`src/hdl/skx_pkg.sv`:
```
/*
  Shared constants and types for the skip, compare and xor execution block:
  register offsets, field positions, reset values, opcodes and carriers.
  Assumes an 8-bit data path, a 12-bit data-memory address and AXI4-Lite access.
*/
package skx_pkg;

  localparam int AXI_ADDR_W = 8;
  localparam int MEM_ADDR_W = 12;

  localparam logic [7:0] OFF_CTRL = 8'h00;
  localparam logic [7:0] OFF_BANK = 8'h04;
  localparam logic [7:0] OFF_ACCUM = 8'h08;
  localparam logic [7:0] OFF_STATUS = 8'h0C;
  localparam logic [7:0] OFF_INDEX = 8'h10;
  localparam logic [7:0] OFF_COUNT = 8'h14;

  localparam int CTRL_EXT_BIT = 0;
  localparam int STAT_ZERO_BIT = 0;
  localparam int STAT_NEG_BIT = 1;
  localparam int STAT_BUSY_BIT = 2;
  localparam int STAT_BADOP_BIT = 3;
  localparam int COUNT_SKIPS_LSB = 8;

  localparam logic RST_EXT = 1'h0;
  localparam logic [3:0] RST_BANK = 4'h0;
  localparam logic [7:0] RST_ACCUM = 8'h00;
  localparam logic [11:0] RST_INDEX = 12'h000;

  localparam logic [6:0] OPC_CMP_LESS = 7'h30;
  localparam logic [6:0] OPC_TEST_ZERO = 7'h33;
  localparam logic [7:0] OPC_XOR_LIT = 8'h0A;

  localparam logic [7:0] INDEX_LIMIT = 8'h5F;
  localparam logic [7:0] ACCESS_SPLIT = 8'h60;
  localparam logic [3:0] ACCESS_LOW_BANK = 4'h0;
  localparam logic [3:0] ACCESS_HIGH_BANK = 4'hF;

  localparam logic [2:0] SKIP_LAST_ONE = 3'h3;
  localparam logic [2:0] SKIP_LAST_TWO = 3'h7;
  localparam logic [1:0] CYCLES_PLAIN = 2'h1;
  localparam logic [1:0] CYCLES_SKIP = 2'h2;
  localparam logic [1:0] CYCLES_SKIP_TWO = 2'h3;

  localparam logic [1:0] RESP_OKAY = 2'h0;
  localparam logic [1:0] RESP_SLVERR = 2'h2;

  typedef enum logic [1:0] {op_nop, op_cmp_less, op_test_zero, op_xor_lit} skx_op_t;

  typedef struct packed {
    skx_op_t op;
    logic known;
    logic access;
    logic [7:0] operand;
  } skx_decoded_t;

  typedef struct packed {
    logic [11:0] addr;
    logic indexed;
  } skx_resolved_t;

endpackage

```
`src/hdl/skx_addr_resolve.sv`:
```
/*
  Data-memory address resolution for a file-register operand.
  Assumes the caller registers the result; this module is purely combinational.
*/
`timescale 1ns/1ps
module skx_addr_resolve (
  // Operand fields
  input wire logic [7:0] operand,
  input wire logic access,
  // Addressing context
  input wire logic ext_enable,
  input wire logic [3:0] bank,
  input wire logic [11:0] index_base,
  // Result
  output skx_pkg::skx_resolved_t resolved
);

  always_comb
  begin
    resolved.indexed = 1'b0;
    if (!access && ext_enable && operand <= skx_pkg::INDEX_LIMIT)
    begin
      // The offset wraps within the data space rather than faulting.
      resolved.indexed = 1'b1;
      resolved.addr = index_base + {4'h0, operand};
    end
    else if (!access)
    begin
      if (operand < skx_pkg::ACCESS_SPLIT)
        resolved.addr = {skx_pkg::ACCESS_LOW_BANK, operand};
      else
        resolved.addr = {skx_pkg::ACCESS_HIGH_BANK, operand};
    end
    else
    begin
      resolved.addr = {bank, operand};
    end
  end

endmodule

```
`src/hdl/skx_exec.sv`:
```
/*
  Execution unit for compare-skip-less, test-skip-zero and xor-literal, with an
  AXI4-Lite register file. Assumes the fetch pipeline offers one word at a time
  and says whether the following word begins a two-word instruction, and that the
  data memory returns read data in the cycle after its read enable.
*/
// Chosen here: the placing of the registers and the AXI4-Lite slave port.
`timescale 1ns/1ps
module skx_exec (
  // Clock and reset
  input wire logic aclk,
  input wire logic aresetn,
  // AXI4-Lite write channels
  input wire logic awvalid,
  output logic awready,
  input wire logic [7:0] awaddr,
  input wire logic [2:0] awprot,
  input wire logic wvalid,
  output logic wready,
  input wire logic [31:0] wdata,
  input wire logic [3:0] wstrb,
  output logic bvalid,
  input wire logic bready,
  output logic [1:0] bresp,
  // AXI4-Lite read channels
  input wire logic arvalid,
  output logic arready,
  input wire logic [7:0] araddr,
  input wire logic [2:0] arprot,
  output logic rvalid,
  input wire logic rready,
  output logic [31:0] rdata,
  output logic [1:0] rresp,
  // Fetch pipeline
  input wire logic fetch_valid,
  input wire logic [15:0] fetch_word,
  input wire logic fetch_next_two_word,
  output logic fetch_ready,
  output logic discard_prefetch,
  output logic instr_done,
  // Data memory
  output logic mem_rd_en,
  output logic [11:0] mem_addr,
  input wire logic [7:0] mem_rdata
);

  typedef enum logic [2:0] {st_idle, st_q1, st_q2, st_q3, st_q4, st_skip} skx_state_t;

  skx_state_t state;
  logic [15:0] instr_word;
  logic two_word_next;
  skx_pkg::skx_decoded_t dec;
  skx_pkg::skx_decoded_t cur;
  skx_pkg::skx_resolved_t res;
  logic skip_q;
  logic [2:0] skip_left;
  logic [1:0] last_cycles;
  logic [7:0] skip_count;
  logic ext_enable;
  logic [3:0] bank;
  logic [7:0] accum;
  logic flag_neg;
  logic flag_zero;
  logic bad_op;
  logic [11:0] index_base;
  logic [7:0] aw_addr_q;
  logic [31:0] w_data_q;
  logic [3:0] w_strb_q;
  logic do_write;
  logic [7:0] wr_word;
  logic [7:0] xor_result;
  logic [31:0] next_rdata;
  logic [1:0] next_rresp;

  function automatic skx_pkg::skx_decoded_t decode(input logic [15:0] word);
    skx_pkg::skx_decoded_t d;
    d.op = skx_pkg::op_nop;
    d.known = 1'b1;
    d.access = word[8];
    d.operand = word[7:0];
    if (word[15:9] == skx_pkg::OPC_CMP_LESS)
      d.op = skx_pkg::op_cmp_less;
    else if (word[15:9] == skx_pkg::OPC_TEST_ZERO)
      d.op = skx_pkg::op_test_zero;
    else if (word[15:8] == skx_pkg::OPC_XOR_LIT)
      d.op = skx_pkg::op_xor_lit;
    else
      d.known = 1'b0;
    return d;
  endfunction

  assign cur = decode(instr_word);
  assign xor_result = accum ^ dec.operand;

  skx_addr_resolve u_resolve (
    .operand(cur.operand),
    .access(cur.access),
    .ext_enable(ext_enable),
    .bank(bank),
    .index_base(index_base),
    .resolved(res)
  );

  // Instruction sequencing through the four phases of each cycle.
  always_ff @(posedge aclk)
  begin
    if (!aresetn)
    begin
      state <= st_idle;
      instr_word <= 16'h0000;
      two_word_next <= 1'b0;
      dec <= '0;
      skip_q <= 1'b0;
      skip_left <= 3'h0;
      last_cycles <= 2'h0;
      skip_count <= 8'h00;
      fetch_ready <= 1'b0;
      discard_prefetch <= 1'b0;
      instr_done <= 1'b0;
      mem_rd_en <= 1'b0;
      mem_addr <= 12'h000;
    end
    else
    begin
      discard_prefetch <= 1'b0;
      instr_done <= 1'b0;
      case (state)
        st_idle:
        begin
          fetch_ready <= 1'b1;
          if (fetch_valid && fetch_ready)
          begin
            fetch_ready <= 1'b0;
            instr_word <= fetch_word;
            two_word_next <= fetch_next_two_word;
            state <= st_q1;
          end
        end
        st_q1:
        begin
          dec <= cur;
          mem_addr <= res.addr;
          mem_rd_en <= (cur.op == skx_pkg::op_cmp_less) || (cur.op == skx_pkg::op_test_zero);
          state <= st_q2;
        end
        st_q2:
        begin
          mem_rd_en <= 1'b0;
          state <= st_q3;
        end
        st_q3:
        begin
          // Unsigned compare: a borrow from file minus accumulator means smaller.
          skip_q <= ((dec.op == skx_pkg::op_cmp_less) && (mem_rdata < accum))
                    || ((dec.op == skx_pkg::op_test_zero) && (mem_rdata == 8'h00));
          state <= st_q4;
        end
        st_q4:
        begin
          if (skip_q)
          begin
            discard_prefetch <= 1'b1;
            skip_left <= two_word_next ? skx_pkg::SKIP_LAST_TWO : skx_pkg::SKIP_LAST_ONE;
            skip_count <= skip_count + 8'h01;
            state <= st_skip;
          end
          else
          begin
            last_cycles <= skx_pkg::CYCLES_PLAIN;
            instr_done <= 1'b1;
            fetch_ready <= 1'b1;
            state <= st_idle;
          end
        end
        st_skip:
        begin
          // Skip phases touch neither memory nor the accumulator.
          if (skip_left == 3'h0)
          begin
            last_cycles <= two_word_next ? skx_pkg::CYCLES_SKIP_TWO : skx_pkg::CYCLES_SKIP;
            instr_done <= 1'b1;
            fetch_ready <= 1'b1;
            state <= st_idle;
          end
          else
          begin
            skip_left <= skip_left - 3'h1;
          end
        end
        default:
        begin
          state <= st_idle;
        end
      endcase
    end
  end

  // Accumulator and flags; the executing instruction wins over a bus write.
  always_ff @(posedge aclk)
  begin
    if (!aresetn)
    begin
      accum <= skx_pkg::RST_ACCUM;
      flag_neg <= 1'b0;
      flag_zero <= 1'b0;
    end
    else if (state == st_q4 && dec.op == skx_pkg::op_xor_lit)
    begin
      accum <= xor_result;
      flag_neg <= xor_result[7];
      flag_zero <= (xor_result == 8'h00);
    end
    else if (do_write && wr_word == skx_pkg::OFF_ACCUM && w_strb_q[0])
    begin
      accum <= w_data_q[7:0];
    end
  end

  // Unknown opcodes run as a no-op and leave a sticky mark; a new mark beats a clear.
  always_ff @(posedge aclk)
  begin
    if (!aresetn)
      bad_op <= 1'b0;
    else if (state == st_q1 && !cur.known)
      bad_op <= 1'b1;
    else if (do_write && wr_word == skx_pkg::OFF_STATUS && w_strb_q[0] && w_data_q[skx_pkg::STAT_BADOP_BIT])
      bad_op <= 1'b0;
  end

  // Addressing controls written by software.
  always_ff @(posedge aclk)
  begin
    if (!aresetn)
    begin
      ext_enable <= skx_pkg::RST_EXT;
      bank <= skx_pkg::RST_BANK;
      index_base <= skx_pkg::RST_INDEX;
    end
    else if (do_write)
    begin
      if (wr_word == skx_pkg::OFF_CTRL && w_strb_q[0])
        ext_enable <= w_data_q[skx_pkg::CTRL_EXT_BIT];
      if (wr_word == skx_pkg::OFF_BANK && w_strb_q[0])
        bank <= w_data_q[3:0];
      if (wr_word == skx_pkg::OFF_INDEX && w_strb_q[0])
        index_base[7:0] <= w_data_q[7:0];
      if (wr_word == skx_pkg::OFF_INDEX && w_strb_q[1])
        index_base[11:8] <= w_data_q[11:8];
    end
  end

  // Write address and data are taken independently; the response waits for both.
  assign do_write = !awready && !wready && !bvalid;
  assign wr_word = {aw_addr_q[7:2], 2'b00};

  always_ff @(posedge aclk)
  begin
    if (!aresetn)
    begin
      awready <= 1'b1;
      wready <= 1'b1;
      aw_addr_q <= 8'h00;
      w_data_q <= 32'h0000_0000;
      w_strb_q <= 4'h0;
      bvalid <= 1'b0;
      bresp <= skx_pkg::RESP_OKAY;
    end
    else
    begin
      if (awvalid && awready)
      begin
        awready <= 1'b0;
        aw_addr_q <= awaddr;
      end
      else if (bvalid && bready)
      begin
        awready <= 1'b1;
      end
      if (wvalid && wready)
      begin
        wready <= 1'b0;
        w_data_q <= wdata;
        w_strb_q <= wstrb;
      end
      else if (bvalid && bready)
      begin
        wready <= 1'b1;
      end
      if (do_write)
      begin
        bvalid <= 1'b1;
        bresp <= (wr_word <= skx_pkg::OFF_COUNT) ? skx_pkg::RESP_OKAY : skx_pkg::RESP_SLVERR;
      end
      else if (bvalid && bready)
      begin
        bvalid <= 1'b0;
      end
    end
  end

  always_comb
  begin
    next_rdata = 32'h0000_0000;
    next_rresp = skx_pkg::RESP_OKAY;
    case ({araddr[7:2], 2'b00})
      skx_pkg::OFF_CTRL: next_rdata[skx_pkg::CTRL_EXT_BIT] = ext_enable;
      skx_pkg::OFF_BANK: next_rdata[3:0] = bank;
      skx_pkg::OFF_ACCUM: next_rdata[7:0] = accum;
      skx_pkg::OFF_STATUS:
      begin
        next_rdata[skx_pkg::STAT_ZERO_BIT] = flag_zero;
        next_rdata[skx_pkg::STAT_NEG_BIT] = flag_neg;
        next_rdata[skx_pkg::STAT_BUSY_BIT] = (state != st_idle);
        next_rdata[skx_pkg::STAT_BADOP_BIT] = bad_op;
      end
      skx_pkg::OFF_INDEX: next_rdata[11:0] = index_base;
      skx_pkg::OFF_COUNT:
      begin
        next_rdata[1:0] = last_cycles;
        next_rdata[skx_pkg::COUNT_SKIPS_LSB +: 8] = skip_count;
      end
      default: next_rresp = skx_pkg::RESP_SLVERR;
    endcase
  end

  always_ff @(posedge aclk)
  begin
    if (!aresetn)
    begin
      arready <= 1'b1;
      rvalid <= 1'b0;
      rdata <= 32'h0000_0000;
      rresp <= skx_pkg::RESP_OKAY;
    end
    else if (arvalid && arready)
    begin
      arready <= 1'b0;
      rvalid <= 1'b1;
      rdata <= next_rdata;
      rresp <= next_rresp;
    end
    else if (rvalid && rready)
    begin
      rvalid <= 1'b0;
      arready <= 1'b1;
    end
  end
endmodule

```
`config.mk`:
```
export PLATFORM = sky130hd
export DESIGN_NAME = skx_exec
export DESIGN_NICKNAME = d
export VERILOG_FILES = /design/src/hdl/skx_pkg.sv /design/src/hdl/skx_addr_resolve.sv /design/src/hdl/skx_exec.sv
export SDC_FILE = /design/constraint.sdc
export NUM_CORES = 1
export LEC_CHECK = 0
export CAP_MARGIN = 20
export CORE_MARGIN = 5
export CORE_UTILIZATION = 55
export CTS_CLUSTER_DIAMETER = 50
export DETAILED_ROUTE_END_ITERATION = 6
export DONT_BUFFER_PORTS = 1
export HOLD_SLACK_MARGIN = 0.02
export PLACE_DENSITY = 0.84
export SKIP_LAST_GASP = 1
export SYNTH_ARGS = -nofsm -noshare
export SYNTH_HDL_FRONTEND = slang
export SYNTH_SLANG_ARGS = --single-unit
```
`constraint.sdc`:
```
create_clock -name aclk -period 1.95 [get_ports aclk]
set_input_delay 0.585 -clock aclk [delete_from_list [all_inputs] [get_ports aclk]]
set_output_delay 0.585 -clock aclk [all_outputs]
set_load 0.02 [all_outputs]
```
; After elaboration in Yosys (flattened, before gate mapping)
; Cells that the tools add are included.
[word_totals]
ff_bits = 135
inputBits = 91
output_inout_bits = 57
wordCells = 177
[classes]
addsub = 3
n_lt_le_gt_ge = 4
n_eq_ne = 27
n_mux = 51
n_bitwise = 1
reduce_logical = 58
[op_table]
columns = operator, count
row1 = two-way mux 12 bit, 3
row2 = "== test 6 x 2 -> 1 bit, second input constant", 4
row3 = zero test 8 bit, 3
row4 = logical AND 1 bit, 23
row5 = two-way mux 1 bit, 21
row6 = "== test 6 x 3 -> 1 bit, second input constant", 3
row7 = two-way mux 3 bit, 6
row8 = one-hot mux 3 bit (6 select lines), 1
row9 = two-way mux 8 bit, 2
row10 = one-hot mux 4 bit (2 select lines), 2
row11 = AND reduction 2 bit, 8
row12 = nonzero test 2 bit, 8
row13 = "== test 7 x 6 -> 1 bit, second input constant", 2
row14 = two-way mux 2 bit, 7
row15 = adder 12 x 8 -> 12 bit, 1
row16 = "== test 6 x 1 -> 1 bit, second input constant", 2
row17 = "inequality test 2 bit, second input constant", 5
row18 = AND reduction 3 bit, 3
row19 = "adder 8 x 1 -> 8 bit, second input constant", 1
row20 = "== test 8 x 4 -> 1 bit, second input constant", 1
row21 = "<= comparator 8 x 5 -> 1 bit, second input constant", 1
row22 = "<= comparator 8 x 7 -> 1 bit, second input constant", 1
row23 = "< comparator 8 x 7 -> 1 bit, second input constant", 1
row24 = < comparator 8 bit, 1
row25 = 21 further kinds, 34

; Depth between registers and ports, before layout
; Gate-level depths: netlist of the first run.
[logic_depth]
word_depth = 8
mapped_depth = 8
mapped_depth_nobuf = 8

; Cells and area by module
; From an unflattened synthesis of the first run, not the netlist that was laid out.
[unflattened]
hier_cells = 800
area_unflattened_um2 = 6328.6
[modules_own_cells]
columns = mod, n_inst, cells_per_inst, area_per_inst_um2, seq_area_each_um2
row1 = skx_exec, 1, 709, 5700.5, 2622.5
row2 = skx_addr_resolve, 1, 91, 628.1, 0.0

; Worst setup path before layout of the first run
; OpenSTA, ideal clock, no wires.
[synth_path]
path_kind = reg2reg
from = register instr_word[0]
to = register mem_addr[6]
setup_time_ps = 91
arrival_time_ps = 1874
t_required_ps = 1859
setup_slack_ps = -15
stages_incl_launch_ff = 9
path_cell_list = dfxtp_1 -> ha_1 -> inv_1 -> fa_1 -> nand2b_1 -> a21oi_1 -> o21ai_0 -> mux2_2 -> a311oi_1
[synth_between]
elab_chain_len = 3
word_cells_on_any_way = 4
classes_between = 1 x add/sub / 1 x order compare / 1 x mux / 1 x reduce/logical
[synth_lines]
columns = element, line
row1 = start: declaration, skx_exec.sv:50  ; logic [15:0] instr_word;
row2 = start signal: assignment, skx_exec.sv:134  ; instr_word <= fetch_word;
row3 = branches (longest 2 deep; another with adder 12 x 8 -> 12 bit), --
row4 = two-way mux 12 bit (*), skx_addr_resolve.sv:21  ; if (!access && ext_enable && operand <= skx_pkg::INDEX_LIMIT)
row5 = end signal: assignment, skx_exec.sv:142  ; mem_addr <= res.addr;
row6 = end: declaration, skx_exec.sv:43  ; output logic [11:0] mem_addr,
; Every way passes the cells marked *.
; A chain may end at the register's enable or synchronous reset.

; Final worst setup path of the first run
[layout_path]
from = register index_base[0]
to = register mem_addr[6]
[layout_between]
elab_chain_len = 2
[layout_lines]
columns = element, line
row1 = start: declaration, skx_exec.sv:65  ; logic [11:0] index_base;
row2 = start signal: assignment, skx_exec.sv:237  ; index_base <= skx_pkg::RST_INDEX;
row3 = start signal: assignment, skx_exec.sv:246  ; index_base[7:0] <= w_data_q[7:0];
row4 = adder 12 x 8 -> 12 bit, skx_addr_resolve.sv:25  ; resolved.addr = index_base + {4'h0, operand};
row5 = two-way mux 12 bit, skx_addr_resolve.sv:21
; No other way between the ends.

==> impl_metrics.ini, run 1 <==
[run_status]
status = complete, but fails checks
failed_checks = design-rule violations

[synthesis]
synth_compound_area_frac = 0.204
netlist_instances = 789
synthFlopType = dfxtp_1
synth_area_sq_um = 6340
synth_top_area_frac = 0.414
yosysSeqAreaShare = 0.414
synth_area_leader_cell = dfxtp_1
ys_seq_elements = 131
synth_xor_xnor_area_share = 0.0263
synthMuxAreaShare = 0.0322
ys_warn_count = 0
synth_fa_ha_area_frac = 0.0387
postSynth.asyncResetShare = 0
synth_area_leaders = dfxtp_1 (41%), a21oi_1 (8.2%), nand2_1 (7.9%), nor2_1 (4.1%), ha_1 (3.6%)
syn_avg_cell_area_sq_um = 8.03
synth.distinct_cells = 60
synth_top_family_by_area = simple AND/OR/NAND/NOR gates
synth_edf_count = 0
synthSimpleGateAreaFrac = 0.220

[setup_path]
start_kind = flop
crit_type = flop to flop
worst-path-max-fanout = 3
crit_required_ns = 2.28
end_kind = flop
reg2reg_depth = 8
arrival_ns = 2.27

[job]
maxCapViolations = 0

[floorplan]
die_x_um = 117
io_pins = 148
die_h_um = 117
die_area_sq_um = 13800
rows = 39
initial_core_util = 0.557
core_area_sq_um = 11400

[global_routing]
antenna_found_initial = 0
overflow = 0
grt_use_total = 0.249
grt_max_degree = 43
grt_pass1_vias = 5607
grt_pass1_wl_um = 28200

[place]
dpl.hpwl_um = 12300
port_buffers = 0
gp_congestion = 0.965

[routing]
drtAntennaViolNets = 0
drc = 5
num_vias = 5958
vias_per_cell = 6.16
drt_pass1_iterations = 7
post_drt_wl_per_cell_um = 18.4
drtIter0Drc = 753
routed_wl_um = 17800

[final_layout]
area.growth.synth_to_final_pct = 16.5
drive_above_1_share = 0.126
postLayoutCoreUtil = 0.649
final_nets = 921
n_antenna_cell = 0

[sta]
worst_hold_slack_ns = 0.251
worstMarginPinSlew_ns = 0.585
rsz0062_at_grt = yes
finClkSkew_ns = 0.00563
relSlewSlack = 0.610
drv_slew = 0
period_share = 0.994
period_needed_ns = 1.94
max_freq_mhz = 516
tns_ns = 0
hold_viol = 0
setup_viol = 0

[clocking]
clock_latency_ns = 0.42
cts.sinks = 131
clk_path_buf_depth = 2
cts_made_buffers = 17
cts_tree = built
htree_levels = 4
ctsHoldBuffers = 0
post_cts_buffers = 0
cts_root_buf = clkbuf_16
clk_pin_slew_worst_paths_ns = 0.05

[power]
power.leakage_nw = 2.78
pwr_density_cell_nw_per_um2 = 942
irDropWorstVdd_v = 0.000582

[hold_path]
hp-class = input port to flop
min_delay_path_depth = 1
[logic make-up after synthesis]
| kind of cell | count (synthesis) |
|---|---|
| and+or+nand+nor | 303 |
| AOI/OAI and AO/OA | 212 |
| DFF | 131 |
| buffers and inverters | 85 |
| adders and majority gates | 19 |
| xor gates and xnor gates | 19 |
| muxes | 19 |
| other | 1 |
[path summary, 6_finish.rpt]
check,start,to,slack [ns]
setup / recovery,index_base[0],mem_addr[6],0.01
hold / removal,aresetn,arready,0.25
setup reg to reg,index_base[0],mem_addr[6],0.01
hold reg to reg,w_data_q[8],w_data_q[8],0.45
[cell usage after synthesis (10+ instances only)]
library cell and count:
nand2_1 134, dfxtp_1 131, a21oi_1 104, nor2_1 70
o21ai_0 40, clkbuf_1 30, inv_1 24, nor3_1 20
buf_4 19, nand3_1 19, ha_1 18, mux2i_1 17
xnor2_1 14, nor2b_1 11, a221oi_1 10, and2_1 10
buf_2 10
[flip-flops by register name (all words and copies together), names as in the netlist, 2 cells and up]
register     count
skip_count       8
rdata           16
w_strb_q         2
instr_word      16
aw_addr_q        6
index_base      12
bank             4
mem_addr        12
accum            8
state            3
w_data_q        12
dec             10
skip_left        3
last_cycles      2
[report_power, final]
group          switching, mW  internal [mW]  leakage (nW)
clock                   1.15           2.24         0.307
sequential             0.157           2.79          1.07
combinational          0.393          0.230          1.40
total                   1.70           5.25          2.78
[per-stage QoR]
| stage | total power [mW] | instances | setup slack [ns] | area (sq um) |
|---|---|---|---|---|
| 2_1_floorplan | 3.43 | 806 | 0.0171 | 6400 |
| 3_3_place_gp | 3.58 | 935 | -0.0228 | 6670 |
| 3_5_place_dp | 3.59 | 935 | -0.0612 | 6670 |
| 4_1_cts | 6.94 | 967 | -0.0219 | 7310 |
| 5_1_grt | 7.17 | 967 | -0.0464 | 7380 |
| 6_report | 6.95 | 967 | 0.0108 | 7380 |
[cell type report]
type / count / area, sq um
inverter: 24 / 91.3
timing repair buffer: 47 / 403
sequential: 131 / 2630
fill: 893 / 3990
tap: 143 / 179
clock buffer: 23 / 478
clock inverter: 9 / 151
multi-input combinational: 590 / 3450
[layout by cell type (no fill, tap or decap), types with 10 or more instances in the layout]
cell and count:
inv_1 22, ha_1 15, and2_1 10, mux2i_1 17
clkbuf_16 17, dfxtp_1 127, nor2_1 70, nand3_1 19
nand2_1 134, xnor2_1 14, nor3_1 20, a21oi_1 102
o21ai_0 38, conb_1 18, buf_4 43, nor2b_1 11
a221oi_1 10
[metal layers]
| metal | wire length [um] | track usage |
|---|---|---|
| met3 | 1530 | 0.0775 |
| met1 | 6820 | 0.292 |
| met2 | 8650 | 0.409 |
| met4 | 842 | 0.126 |
| met5 | 0 | 0 |
[worst max-delay path: stages, from the launching register on]
cell and delay [ns]:
dfxtp_2 0.37, ha_4 0.15, inv_2 0.04, fa_2 0.37, nand2b_4 0.17, a21oi_4 0.17, o21ai_2 0.08, mux2_4 0.30
a311oi_2 0.19
[repair_timing]
item	in CTS	in global routing
resized for setup	4	15
pin swaps	1	6
setup endpoints to repair	3	7
No activity file was read; power rests on OpenSTA's default activity.
==> inputs of run 2 (changes only) <==
--- a/config.mk
+++ b/config.mk
@@ -5,6 +5,7 @@
 export SDC_FILE = /design/constraint.sdc
 export NUM_CORES = 1
 export LEC_CHECK = 0
+export ABC_AREA = 1
 export CAP_MARGIN = 20
 export CORE_MARGIN = 5
 export CORE_UTILIZATION = 55
==> run 2 against run 1 <==
The run now ends clean. Clock skew rose by 0.0010 ns. Clock power rose by 4%. Utilization fell by 2.4 points. Routed wire length fell by 7.1%. Register-to-register slack improved by 0.21 ns. Sequential share of layout area rose by 1.2 points. Final cell count rose by 7.0%. Largest cell class unchanged. Largest power group unchanged. Highest routed layer unchanged.
==> impl_metrics.ini, run 2 <==
[clocking]
clk_pin_slew_worst_paths_ns = 0.06
htree_levels = 4
ctsHoldBuffers = 0
clock_latency_ns = 0.41
cts_made_buffers = 17
cts_resized = 0
cts_root_buf = clkbuf_16
clk_path_buf_depth = 2
post_cts_buffers = 0
cts_tree = built
cts.sinks = 131

[sta]
hold_viol = 0
max_freq_mhz = 580
finClkSkew_ns = 0.00665
period_share = 0.885
period_needed_ns = 1.73
worst_hold_slack_ns = 0.313
rsz0062_at_grt = no
relSlewSlack = 0.655
tns_ns = 0
worstMarginPinSlew_ns = 0.517
setup_viol = 0
drv_slew = 0

[routing]
dr_wl_met3_um = 1580
drtAntennaViolNets = 0
routed_wl_um = 16600
wl_met2_um = 7880
drtIter0Drc = 597
num_vias = 5823
post_drt_wl_per_cell_um = 16.0
top_layer_used = met4
m1WireLength_um = 6570
vias_per_cell = 5.63
drt_pass1_iterations = 6
drc = 0

[setup_path]
worst-path-max-fanout = 4
crit_type = flop to flop
end_kind = flop
start_kind = flop
crit_required_ns = 2.28
arrival_ns = 2.06

[global_routing]
grt_pass1_vias = 5480
grt_max_degree = 107
antenna_found_initial = 0
overflow = 0
grt_use_total = 0.238
grt_pass1_wl_um = 27100

[synthesis]
ys_seq_elements = 131
synth_area_leader_cell = dfxtp_1
syn_avg_cell_area_sq_um = 7.29
synth.distinct_cells = 45
synth_area_leaders = dfxtp_1 (41%), o21ai_0 (8.3%), nand2_1 (7.9%), nor2_1 (6.9%), a21oi_1 (6.8%)
synth_common_cells = nand2_1 (134), dfxtp_1 (131), nor2_1 (118)
synthFlopType = dfxtp_1
ys_warn_count = 0
yosysMostFrequentCell = nand2_1
yosysSeqAreaShare = 0.411
synth_edf_count = 0
postSynth.asyncResetShare = 0
synth_area_sq_um = 6390
synth_top_area_frac = 0.411
netlist_instances = 876

[final_layout]
postLayoutCoreUtil = 0.625
n_antenna_cell = 0
layout_commonest_cell = nand2_1
nFillCells = 972
reg_top3 = instr_word x16, rdata x16
area.growth.synth_to_final_pct = 11.8
drive_above_1_share = 0.0852
final_cell_mix = nand2_1 (134), dfxtp_1 (130), nor2_1 (118)
final_nets = 989

[floorplan]
rows = 39
die_h_um = 118
die_x_um = 118
io_pins = 148
die_area_sq_um = 13900
core_area_sq_um = 11400
initial_core_util = 0.559

[power]
power.leakage_nw = 3.09
pwr_density_cell_nw_per_um2 = 1110
irDropWorstVdd_v = 0.000800

[job]
maxCapViolations = 0

[place]
dpl.hpwl_um = 11900
port_buffers = 0
gp_congestion = 0.963

[run_status]
status = finished clean

[hold_path]
hp-class = input port to flop
-- run 2: cell types whose count changed in the layout (fill, tap and decap cells not counted), moves of 14 or more --
cell / delta
a21oi_1: -15
buf_4: -32
inv_1: +77
mux2i_1: -17
nand3_1: +14
nor2_1: +48
nor3_1: -16
o21ai_0: +67
-- run 2: final timing paths --
check                           cells after the start           to  slack (ns)          start
worst max-delay path                                9  mem_addr[4]        0.22  index_base[0]
worst min register to register                      2    rdata[14]        0.48  skip_count[6]
worst max register to register                      9  mem_addr[4]        0.22  index_base[0]
worst min-delay path                                2  w_data_q[8]        0.31        aresetn
-- run 2: routing by layer --
metal,vias to the layer above,global-route usage
met5,-,0
met4,0,0.0796
met3,44,0.0740
met2,270,0.401
met1,2639,0.288
li1,2870,-
-- run 2: kinds of logic after synthesis --
kind of cell             count (synthesis)  synth area share
buffers and inverters                  152             0.103
other                                    1          0.000587
flip-flops                             131             0.411
AND/OR/NAND/NOR                        330             0.235
XOR/XNOR                                11            0.0151
adder cells (fa/ha/maj)                 19            0.0384
AO/OA/AOI/OAI                          232             0.197
-- run 2: layout make-up --
class / instances / area [sq um] / share of cell area
clock buffers: 22 / 474 / 0.0664
clock inverters: 10 / 178 / 0.0249
inverters: 107 / 407 / 0.0570
multi-input cells: 610 / 3170 / 0.445
flip-flops and latches: 131 / 2620 / 0.368
well taps: 143 / 179 / 0.0251
repair buffers: 12 / 103 / 0.0144
-- run 2: worst max-delay path, stage by stage, from the launching register on --
cell      delay, ns
dfxtp_2        0.35
ha_2           0.20
inv_1          0.06
fa_2           0.36
nor2_1         0.12
nor2_1         0.08
or2_0          0.20
nand3_1        0.07
nor2_1         0.04
a211oi_1       0.16
-- run 2: through the flow --
| step | worst slack [ns] | std cells | area (sq um) | power, mW |
|---|---|---|---|---|
| floorplan | 0.306 | 893 | 6450 | 4.17 |
| global placement | 0.151 | 1003 | 6480 | 4.43 |
| detailed placement | 0.138 | 1003 | 6480 | 4.46 |
| CTS | 0.118 | 1035 | 7130 | 7.97 |
| global route | 0.0635 | 1035 | 7140 | 8.28 |
| finish | 0.225 | 1035 | 7140 | 7.95 |
-- run 2: power by group --
| group | switching (mW) | total (mW) | internal [mW] | leakage (nW) |
|---|---|---|---|---|
| combinational | 0.732 | 1.12 | 0.384 | 1.70 |
| clock | 1.16 | 3.52 | 2.36 | 0.320 |
| sequential | 0.356 | 3.32 | 2.96 | 1.07 |
| total | 2.24 | 7.95 | 5.71 | 3.09 |
